===== src/verilog/dcb_pkg.sv =====
/*
 Constants for the control word decode: field positions, reset values, timing counts.
 Assumes a 16-bit control word delivered already assembled by a serial front end.
*/
package dcb_pkg;
   // ==========================================
   // Word layout
   localparam int WORD_W       = 16;
   localparam int ADDR_HI_POS  = 15;
   localparam int ADDR_LO_POS  = 14;
   localparam int PSEL_POS     = 10;
   localparam int SRC_POS      = 9;
   localparam int SWRST_POS    = 8;
   localparam int CLKGATE_POS  = 7;
   localparam int DACPD_POS    = 6;
   localparam int OUTEN_POS    = 5;
   localparam int CMPRT_POS    = 4;
   localparam int HALVE_POS    = 3;
   localparam int MODE_POS     = 1;
   // ==========================================
   // Reset values
   localparam logic [15:0] CTRL_RESET = 16'h0000;
   // ==========================================
   // Timing
   localparam int OUT_DELAY_CYC = 7;
   localparam logic [2:0] OUT_DELAY_CNT = 3'h7;
endpackage


===== src/verilog/dcb_sync.sv =====
/*
 Three flip-flop synchroniser for one pin; output changes when stages two and three agree.
 Assumes the pin is asynchronous to clk_i.
*/
`timescale 1ns/1ps
module dcb_sync (
   input  wire logic clk_i,
   input  wire logic reset_i,
   input  wire logic pin_i,
   output logic      level_o
);
   logic [2:0] sh_reg;
   logic [2:0] sh_next;
   logic       lvl_reg;
   logic       lvl_next;

   always_comb begin
      sh_next  = {sh_reg[1:0], pin_i};
      lvl_next = (sh_reg[1] == sh_reg[2]) ? sh_reg[2] : lvl_reg;
   end

   always_ff @(posedge clk_i or posedge reset_i) begin
      if (reset_i) begin
         sh_reg  <= 3'h0;
         lvl_reg <= 1'b0;
      end else begin
         sh_reg  <= sh_next;
         lvl_reg <= lvl_next;
      end
   end

   assign level_o = lvl_reg;
endmodule


===== src/verilog/dcb_decode.sv =====
/*
 Control word decode of a DDS: selects, resets, clock gate, DAC power-down, sign output routing.
 Assumes word_valid_i pulses one cycle with an assembled 16-bit word; pins are asynchronous.
*/
`timescale 1ns/1ps
// How it works
// - Under software control bit 10 picks phase offset register zero or one.
// - Bit 9 picks pins or register bits as source for selects, reset and DAC power-down.
// - Source bit one takes the pins, zero takes the register bits.
// - Bit 8 set holds the synthesis registers cleared at midscale; clear releases it.
// - Bit 7 set gates the internal master clock so output holds.
// - Bit 6 set powers down the DAC.
// - Bit 5 enables the sign output driver, else the pin floats.
// - Bit 4 set routes the comparator to the sign pin.
// - Bit 4 clear routes the DAC data MSB or its halved form to the sign pin.
// - Bit 3 set passes the MSB directly, clear passes it divided by two.
// - Bit 1 set bypasses the sine table for a triangle, clear selects sine.
// - A word is a control write only when bits 15 and 14 are both zero.
// - Bits 8, 7 and 6 take effect on the falling master clock edge; bits 10, 5, 4 and 3 on the next rising edge.
// - The DAC output becomes valid seven master clock cycles after reset release.
module dcb_decode (
   input  wire logic        clk_i,
   input  wire logic        reset_i,
   input  wire logic        word_valid_i,
   input  wire logic [15:0] word_i,
   input  wire logic        fsel_pin_i,
   input  wire logic        psel_pin_i,
   input  wire logic        reset_pin_i,
   input  wire logic        sleep_pin_i,
   input  wire logic        fsel_bit_i,
   input  wire logic        comparator_i,
   input  wire logic        dac_msb_i,
   output logic             freq_sel_o,
   output logic             phase_sel_o,
   output logic             synth_clear_o,
   output logic             clock_gate_o,
   output logic             dac_powerdown_o,
   output logic             triangle_mode_o,
   output logic             dac_out_valid_o,
   output logic             sign_out_o,
   output logic             sign_out_oe_o
);
   // ==========================================
   // Pin synchronisers (DAC MSB passes through unsynchronised)
   logic fsel_s;
   logic psel_s;
   logic rst_s;
   logic slp_s;

   dcb_sync u_fs (.clk_i(clk_i), .reset_i(reset_i), .pin_i(fsel_pin_i),   .level_o(fsel_s));
   dcb_sync u_ps (.clk_i(clk_i), .reset_i(reset_i), .pin_i(psel_pin_i),   .level_o(psel_s));
   dcb_sync u_rs (.clk_i(clk_i), .reset_i(reset_i), .pin_i(reset_pin_i),  .level_o(rst_s));
   dcb_sync u_sl (.clk_i(clk_i), .reset_i(reset_i), .pin_i(sleep_pin_i),  .level_o(slp_s));
   logic cmp_s;
   logic msb_s;
   dcb_sync u_cp (.clk_i(clk_i), .reset_i(reset_i), .pin_i(comparator_i), .level_o(cmp_s));
   assign msb_s = dac_msb_i;

   // ==========================================
   // Control word capture (mode bit immediate)
   logic [15:0] ctrl_reg;
   logic [15:0] ctrl_next;
   logic        mode_reg;
   logic        mode_next;

   always_comb begin
      ctrl_next = ctrl_reg;
      mode_next = mode_reg;
      if (word_valid_i && !word_i[dcb_pkg::ADDR_HI_POS] && !word_i[dcb_pkg::ADDR_LO_POS]) begin
         ctrl_next = word_i;
         mode_next = word_i[dcb_pkg::MODE_POS];
      end
   end

   // ==========================================
   // Falling-edge sampled fields
   logic [15:0] fld_reg;
   always_ff @(negedge clk_i or posedge reset_i) begin
      if (reset_i) begin
         fld_reg <= dcb_pkg::CTRL_RESET;
      end else begin
         fld_reg <= ctrl_reg;
      end
   end

   logic src_pin;
   logic sw_reset;
   logic sw_pd;
   assign src_pin  = fld_reg[dcb_pkg::SRC_POS];
   assign sw_reset = src_pin ? rst_s : fld_reg[dcb_pkg::SWRST_POS];
   assign sw_pd    = src_pin ? slp_s : fld_reg[dcb_pkg::DACPD_POS];

   // ==========================================
   // Outputs, MSB halving and release counter
   logic       half_reg;
   logic       half_next;
   logic       prev_msb_reg;
   logic       prev_msb_next;
   logic [2:0] dly_reg;
   logic [2:0] dly_next;
   logic       valid_reg;
   logic       valid_next;
   logic       fsel_reg;
   logic       fsel_next;
   logic       psel_reg;
   logic       psel_next;
   logic       sign_reg;
   logic       sign_next;
   logic       oe_reg;
   logic       oe_next;

   always_comb begin
      prev_msb_next = msb_s;
      half_next     = half_reg;
      if (msb_s && !prev_msb_reg) begin
         half_next = !half_reg;
      end
      fsel_next = src_pin ? fsel_s : fsel_bit_i;
      psel_next = src_pin ? psel_s : fld_reg[dcb_pkg::PSEL_POS];
      dly_next  = dly_reg;
      valid_next = valid_reg;
      if (sw_reset) begin
         dly_next   = 3'h0;
         valid_next = 1'b0;
         half_next  = 1'b0;
      end else if (!valid_reg && !fld_reg[dcb_pkg::CLKGATE_POS]) begin
         if (dly_reg == dcb_pkg::OUT_DELAY_CNT - 3'h1) begin
            valid_next = 1'b1;
         end
         dly_next = dly_reg + 3'h1;
      end
      if (fld_reg[dcb_pkg::CMPRT_POS]) begin
         sign_next = cmp_s;
      end else if (fld_reg[dcb_pkg::HALVE_POS]) begin
         sign_next = msb_s;
      end else begin
         sign_next = half_reg;
      end
      oe_next = fld_reg[dcb_pkg::OUTEN_POS];
   end

   always_ff @(posedge clk_i or posedge reset_i) begin
      if (reset_i) begin
         ctrl_reg     <= dcb_pkg::CTRL_RESET;
         mode_reg     <= 1'b0;
         half_reg     <= 1'b0;
         prev_msb_reg <= 1'b0;
         dly_reg      <= 3'h0;
         valid_reg    <= 1'b0;
         fsel_reg     <= 1'b0;
         psel_reg     <= 1'b0;
         sign_reg     <= 1'b0;
         oe_reg       <= 1'b0;
      end else begin
         ctrl_reg     <= ctrl_next;
         mode_reg     <= mode_next;
         half_reg     <= half_next;
         prev_msb_reg <= prev_msb_next;
         dly_reg      <= dly_next;
         valid_reg    <= valid_next;
         fsel_reg     <= fsel_next;
         psel_reg     <= psel_next;
         sign_reg     <= sign_next;
         oe_reg       <= oe_next;
      end
   end

   assign freq_sel_o      = fsel_reg;
   assign phase_sel_o     = psel_reg;
   assign synth_clear_o   = sw_reset;
   assign clock_gate_o    = fld_reg[dcb_pkg::CLKGATE_POS];
   assign dac_powerdown_o = sw_pd;
   assign triangle_mode_o = mode_reg;
   assign dac_out_valid_o = valid_reg;
   assign sign_out_o      = sign_reg;
   assign sign_out_oe_o   = oe_reg;
endmodule


===== config.mk =====
export PLATFORM = sky130hd
export DESIGN_NAME = dcb_decode
export DESIGN_NICKNAME = d
export VERILOG_FILES = /design/src/verilog/dcb_pkg.sv /design/src/verilog/dcb_sync.sv /design/src/verilog/dcb_decode.sv
export SDC_FILE = /design/constraint.sdc
export NUM_CORES = 1
export LEC_CHECK = 0
export BUFFER_PORTS_ARGS = -buffer_cell sky130_fd_sc_hd__buf_4
export CORE_ASPECT_RATIO = 0.6
export CORE_MARGIN = 4
export CORE_UTILIZATION = 51
export DETAILED_ROUTE_END_ITERATION = 8
export PLACE_DENSITY = 0.86
export SLEW_MARGIN = 40
export SYNTH_ARGS = -nofsm -noshare
export SYNTH_HDL_FRONTEND = slang
export SYNTH_SLANG_ARGS = --single-unit

===== constraint.sdc =====
create_clock -name clk_i -period 1.7 [get_ports clk_i]
set_input_delay 0.255 -clock clk_i [delete_from_list [all_inputs] [get_ports clk_i]]
set_output_delay 0.255 -clock clk_i [all_outputs]
set_load 0.1 [all_outputs]

Yosys cells after proc, flatten, opt, wreduce, memory -nomap -nowiden --
Cells that the tools add are included.
Word-level totals: flip-flop bits (word level) 53, input bits 26, output and inout port bits 9, word-level logic and storage cells 55
Cells by class: add/subtract/negate cells 1, equality and inequality tests 6, muxes and demuxes 13, reduce and logical (&&, ||, !) cells 14
Operator list (number):
- $mux 1 | 11
- $logic_not 1->1 | 6
- $mux 3 | 2
- $reduce_bool 2->1 | 3
- $eq 1x1->1 | 5
- $logic_and 1x1->1 | 4
- $add 3x1->3 const B | 1
- $eq 3x3->1 const B | 1
- $reduce_and 2->1 | 1

Depth between registers and ports, before layout --
Gate-level depths: netlist of the first run.
depth after elaboration 4, gate-level depth with buffers 4, depth with buffers taken out 4

Cells and area by module --
A second synthesis of the first run with hierarchy kept.
Second synthesis, totals: cell total of the unflattened synthesis 93, area total of the unflattened synthesis 1595.3 sq um
By module, submodules not included:
- dcb_decode | times used 1, cells each 63, area each 1019.7 sq um, seq. area each 675.6 sq um
- dcb_sync | times used 5, cells each 6, area each 115.1 sq um, seq. area each 100.1 sq um

==> results.md, run 1 <==
* Status: finished, violations left
* Failing checks: negative setup slack
* CTS root buffer: clkbuf_8
* Routed WL at 2555 um
* Final worst slack at -0.7399 ns
* Initial DRT Pass Iterations at 4
* DIE WIDTH at 79.64 um
* RSZ-0062 raised after global routing: yes
* Syn Nets at 117
* FF+latch count, synth at 47
* DP Area at 0.001909 mm^2
* Vias in the first global route at 951
* DP Wirelength at 1866 um
* R2r endpoint: dly_reg[1]
* Worst setup EP type: output port
* Pwr dens at 1389 mW/mm^2
* Netlist cell types at 19
* Leakage Power at 1.005 nW
* Final nets at 165
* Area occupied by registers at 0.001176 mm^2
* Hold Crit Class: input pin to flop
* Sink Count at 47
* Synth Cell Area at 0.001570 mm^2
* Register area share after synthesis at 74.90%
* Yosys warning count at 0
* Antenna violations before repair at 0
* Initial core utilization at 53.98%
* Die Area at 0.004060 mm^2
* # diodes at 0
* Clk_lat worst skew at 0.29 ns
* Final ANT Viol Nets at 0
* Total congestion overflow at 0
* Overall power at 0.002957 W
* DRC viols at 0
* Core Area at 0.002909 mm^2
* Max-cap violation count at 0
* Port bufs at 29
* Clk slew on worst S/H paths at 0.08 ns
* Post-route design area at 0.002128 mm^2
* Worst hold slack at 0.06616 ns
* Share of layout cells above drive strength 1 at 50.72%
* First-pass GRT wire length at 4464 um
* Finished Core Util at 73.16%
* Fin Clk Skew at 0.008457 ns
* Crit path launch type: flop
* Max-slew headroom at 70.64%
* Slew Viols, Final at 0
* Largest net degree at the start of global routing at 22
* Final Hold Fails at 0
* Worst r2r path cells at 4
* Clock buffer depth at 2
* Setup CP Type: flop to output port
* GRT Util Overall at 15.19%
* Arr. time, crit path at 2.18 ns
* Critical Path Start: fld_reg[9]
* CTS buffer count at 5
* GR Util met1 at 18.84%
* Die Y at 50.98 um
* Via density at 4.722
* Gpl congestion at 0.6871
* FF-to-FF Start: fld_reg[9]
* Tightest Pin Transition at 0.4395 ns
* Layout area overhead at 35.54%
* Via count at 850
* Grt peak-use layer: met2
* # rows at 15
* Max VDD drop at 0.7728 mV
* Critical Path Fanout Max at 4
* TritonCTS clock tree: done
* Avg Inst Size Synth at 17.64 um^2
* DRT iter0 DRCs at 47
* Post-route non-filler standard cell count at 180
* Max reg flops at 9
* I/O pin count at 35
* Final setup viols at 10
* Dpl cells at 168
* Wire length per cell at 14.19 um
* Cells after synthesis at 89
* Multi-input logic area at 404.1 um^2
* H-Tree Depth at 2
* Worst EP required at 1.44 ns
* Filler cell count at 185
* R2r setup slk at -0.45 ns
* Met3 Use GR at 6.514%
* GR Util met2 at 24.93%
* CP endpoint: synth_clear_o
routing by layer:
metal | part of all wire, % | up-vias
li1 | - | 391
met4 | 0.55 | 0
met2 | 49 | 24
met1 | 45 | 433
met5 | 0 | -
met3 | 5.7 | 2
synth_stat cells:
cell type	n	area, um^2
a21oi_1	2	10.01
a31oi_1	1	6.260
buf_6	1	11.26
dfrtn_1	8	200.2
dfrtp_1	39	975.9
ha_1	2	25.02
inv_1	3	11.26
maj3_1	5	50.05
mux2_2	3	33.78
mux2_4	10	150.1
mux2i_1	1	10.01
nand2_1	1	3.750
nor2_1	3	11.26
nor2b_1	1	6.260
nor3b_1	1	7.510
nor3b_2	1	12.51
o21ai_0	3	15.01
or3_1	2	12.51
xnor2_1	2	17.52
critical path: stages (launching register included):
cell,delay (ns)
dfrtn_1,0.52
mux2_4,0.35
buf_12,0.17
power by group:
group          switching [W]  internal [W]
Combinational       0.000466      0.000320
Clock               0.000336      0.000475
Sequential         0.0000869       0.00127
cells in the final DEF, fill, tap and decap left out, types with 2 or more instances in the layout:
| cell | netlist | final |
|---|---|---|
| dfrtp_1 | 39 | 39 |
| buf_4 | 0 | 37 |
| mux2_4 | 10 | 12 |
| dfrtn_1 | 8 | 8 |
| clkbuf_8 | 0 | 6 |
| maj3_1 | 5 | 5 |
| o21ai_0 | 3 | 3 |
| buf_12 | 0 | 3 |
| xnor2_1 | 2 | 2 |
| nor3b_2 | 1 | 2 |
| inv_1 | 3 | 2 |
| or3_1 | 2 | 2 |
| a21oi_2 | 0 | 2 |
| nor2_2 | 0 | 2 |
| ha_1 | 2 | 2 |
cell type report:
class	instances	area share (%)
Clock inverter	2	1.646
Clock buffer	6	3.880
Inverter	3	0.7055
Multi-Input combinational cell	38	18.99
Sequential cell	47	55.26
Tap cell	42	2.469
Timing Repair Buffer	42	17.05
logic make-up (layout without fill, tap and decap cells):
family / count (synthesis) / after routing / share of synthesized area (%)
buffers and inverters: 4 / 53 / 1.434
multiplexers: 14 / 14 / 12.35
flip-flops: 47 / 47 / 74.90
XOR/XNOR: 2 / 2 / 1.116
AO/OA/AOI/OAI: 6 / 6 / 1.992
AND/OR/NAND/NOR: 9 / 9 / 3.426
adder cells (fa/ha/maj): 7 / 7 / 4.781
through the flow:
step                setup TNS, ns  worst slack, ns
floorplan                  -3.980          -0.6237
global placement           -2.795          -0.4569
detailed placement         -2.870          -0.4566
CTS                        -4.206          -0.7268
global route               -4.850          -0.7873
finish                     -4.480          -0.7399
worst min-delay path by stage:
stage                start             end  slack [ns]  cells past startpoint
3_3_place_gp       reset_i      freq_sel_o        0.29                      2
6_report       sleep_pin_i  u_sl.sh_reg[0]        0.07                      1
4_1_cts        sleep_pin_i  u_sl.sh_reg[0]        0.06                      1
3_5_place_dp       reset_i      freq_sel_o        0.29                      2
2_1_floorplan      reset_i    ctrl_reg[10]        0.28                      1
5_1_grt        sleep_pin_i  u_sl.sh_reg[0]        0.04                      1
timing repair:
| item | CTS | global route |
|---|---|---|
| gates cloned | 0 | 0 |
| hold buffers | 1 | 0 |
| endpoints found under the setup margin | 10 | 10 |
| setup buffers | 3 | 2 |
| gates resized for setup | 17 | 2 |
| endpoints found under the hold margin | 8 | 0 |
| pin swaps | 1 | 0 |
(Power assumes the default switching activity.)
==> run 2, diff against run 1 <==
RECOVER_POWER = 100   (was not set)
==> run 2 against run 1 <==
Against the previous run: the run still ends with negative setup slack left; register-to-register slack barely moved; first-iteration DRC count fell by 23%; via count did not move; global-route usage did not move; clock power barely moved; wire length fell by 1.4%; cell count did not move; critical path depth did not move; setup slack got worse by 0.0071 ns; clock skew fell by 0.00086 ns; die area did not move; critical endpoint unchanged; highest routed layer is now met3.
==> results.md, run 2 (synthesis results as in run 1) <==
* Most frequent cells in the layout: 39 x dfrtp_1, 18 x buf_4, 8 x mux2_1, 8 x dfrtn_1, 7 x clkbuf_2
* DP Wirelength at 1866 um
* CP Depth at 2
* Port bufs at 29
* Failing checks: negative setup slack
* Via density at 4.722
* Clock share of power at 28.0%
* Via count at 850
* I/O pin count at 35
* R2r setup slk at -0.46 ns
* Die Area at 0.004060 mm^2
* Status: finished, violations left
* Core Area at 0.002909 mm^2
* Final Hold Fails at 0
* Flop pwr share at 46.8%
* Pwr dens at 1412 mW/mm^2
* CTS buffer count at 5
* Critical Path Fanout Max at 4
* Crit-path max cell delay at 0.52 ns
* Post-route design area at 0.002056 mm^2
* # diodes at 0
* FF-to-FF Start: fld_reg[9]
* Initial core utilization at 53.98%
* Slew Viols, Final at 0
* Layout area overhead at 30.92%
* CP cell instances: mux2_4 -> buf_12
* Setup CP Type: flop to output port
* Arr. time, crit path at 2.19 ns
* Clk_lat worst skew at 0.30 ns
* Filler cell count at 207
* Share of layout cells above drive strength 1 at 40.58%
* Initial DRT Pass Iterations at 4
* Wire length per cell at 14.00 um
* Largest net degree at the start of global routing at 22
* Combinational power share at 25.2%
* Vias in the first global route at 951
* RSZ-0062 raised after global routing: yes
* TritonCTS clock tree: done
* Worst EP required at 1.44 ns
* Final setup viols at 18
* Overall power at 0.002902 W
* Buf+Inv Stages, Crit Path at 1
* Clk slew on worst S/H paths at 0.08 ns
* Hold path depth at 1
* Slowest-stage cell, CP: dfrtn_1
* Switching power at 0.0008866 W
* Final nets at 165
* Die Y at 50.98 um
* Worst r2r path cells at 4
* Max VDD drop at 0.7400 mV
* Commonest non-fill, non-tap cell in the layout: dfrtp_1
* GRT Util Overall at 15.19%
* Routed WL at 2520 um
* CTS root buffer: clkbuf_8
* Gpl congestion at 0.6871
* Fin Clk Skew at 0.007593 ns
* Final ANT Viol Nets at 0
* CP endpoint: synth_clear_o
* First-pass GRT wire length at 4464 um
* Leakage Power at 0.9524 nW
* Switching fraction of total power at 30.55%
* Max reg flops at 9
* Final worst slack at -0.7469 ns
* P_int at 0.002016 W
* Clock buffer depth at 2
* R2r endpoint: dly_reg[1]
* Max-slew headroom at 43.66%
* Finished Core Util at 70.67%
* Hold Crit Class: input pin to flop
* DRT iter0 DRCs at 36
* Sink Count at 47
* DRC viols at 0
* Worst setup EP type: output port
* DIE WIDTH at 79.64 um
* Total congestion overflow at 0
* H-Tree Depth at 2
* Tightest Pin Transition at 0.8405 ns
* Largest delay share family, worst path: flip-flops
* Max-cap violation count at 0
* Crit path launch type: flop
* # rows at 15
* Critical Path Start: fld_reg[9]
* Antenna violations before repair at 0
* DP Area at 0.001909 mm^2
==> run 2: changes by cell type in the layout (fill, tap and decap cells not counted), sizes merged <==
| cell | delta |
|---|---|
| buf | -19 |
| clkbuf | +19 |
==> run 2: worst min path at each step <==
stage                      from             end  slack, ns
floorplan               reset_i    ctrl_reg[10]       0.28
global placement        reset_i      freq_sel_o       0.29
detailed placement      reset_i      freq_sel_o       0.29
CTS                 sleep_pin_i  u_sl.sh_reg[0]       0.06
global route        sleep_pin_i  u_sl.sh_reg[0]       0.06
finish              sleep_pin_i  u_sl.sh_reg[0]       0.09
==> run 2: cell type report <==
cell class                      instances  area, um^2  area share [%]
Sequential cell                        47        1176           57.21
Timing Repair Buffer                   42       322.8           15.70
Clock inverter                          2       35.03           1.704
Multi-Input combinational cell         38       374.1           18.20
Inverter                                3       12.51          0.6086
Tap cell                               42       52.55           2.556
Clock buffer                            6       82.58           4.017
==> run 2: power groups by stage <==
| stage | Combinational, W | Clock (W) | Sequential [W] |
|---|---|---|---|
| finish | 0.000731 | 0.000814 | 0.00136 |
| global route | 0.000769 | 0.000886 | 0.00138 |
| CTS | 0.000778 | 0.000832 | 0.00136 |
| detailed placement | 0.000676 | 0 | 0.00138 |
| global placement | 0.000657 | 0 | 0.00137 |
| floorplan | 0.000282 | 0 | 0.00158 |
==> run 2: through the flow <==
| step | TNS [ns] | instances | setup slack (ns) | hold WS (ns) |
|---|---|---|---|---|
| 2_1_floorplan | -3.980 | 89 | -0.6237 | 0.2782 |
| 3_3_place_gp | -2.795 | 168 | -0.4569 | 0.2856 |
| 3_5_place_dp | -2.870 | 168 | -0.4566 | 0.2947 |
| 4_1_cts | -4.206 | 179 | -0.7268 | 0.05579 |
| 5_1_grt | -7.030 | 180 | -0.7873 | 0.06444 |
| 6_report | -5.544 | 180 | -0.7469 | 0.08582 |
==> run 2: routing by layer <==
layer,up-vias,track usage [%],share of wire [%]
met5,-,0,0
met4,0,3.429,0
met3,0,6.514,6.1
met2,25,24.93,48
met1,432,18.84,46
li1,393,-,-
==> run 2: timing repair <==
| item | in CTS | in global routing |
|---|---|---|
| endpoints found under the setup margin | 10 | 10 |
| pin swaps | 1 | 0 |
| setup buffers | 3 | 2 |
| resized for setup | 17 | 2 |
| hold endpoints to repair | 8 | 0 |
| hold buffers | 1 | 0 |
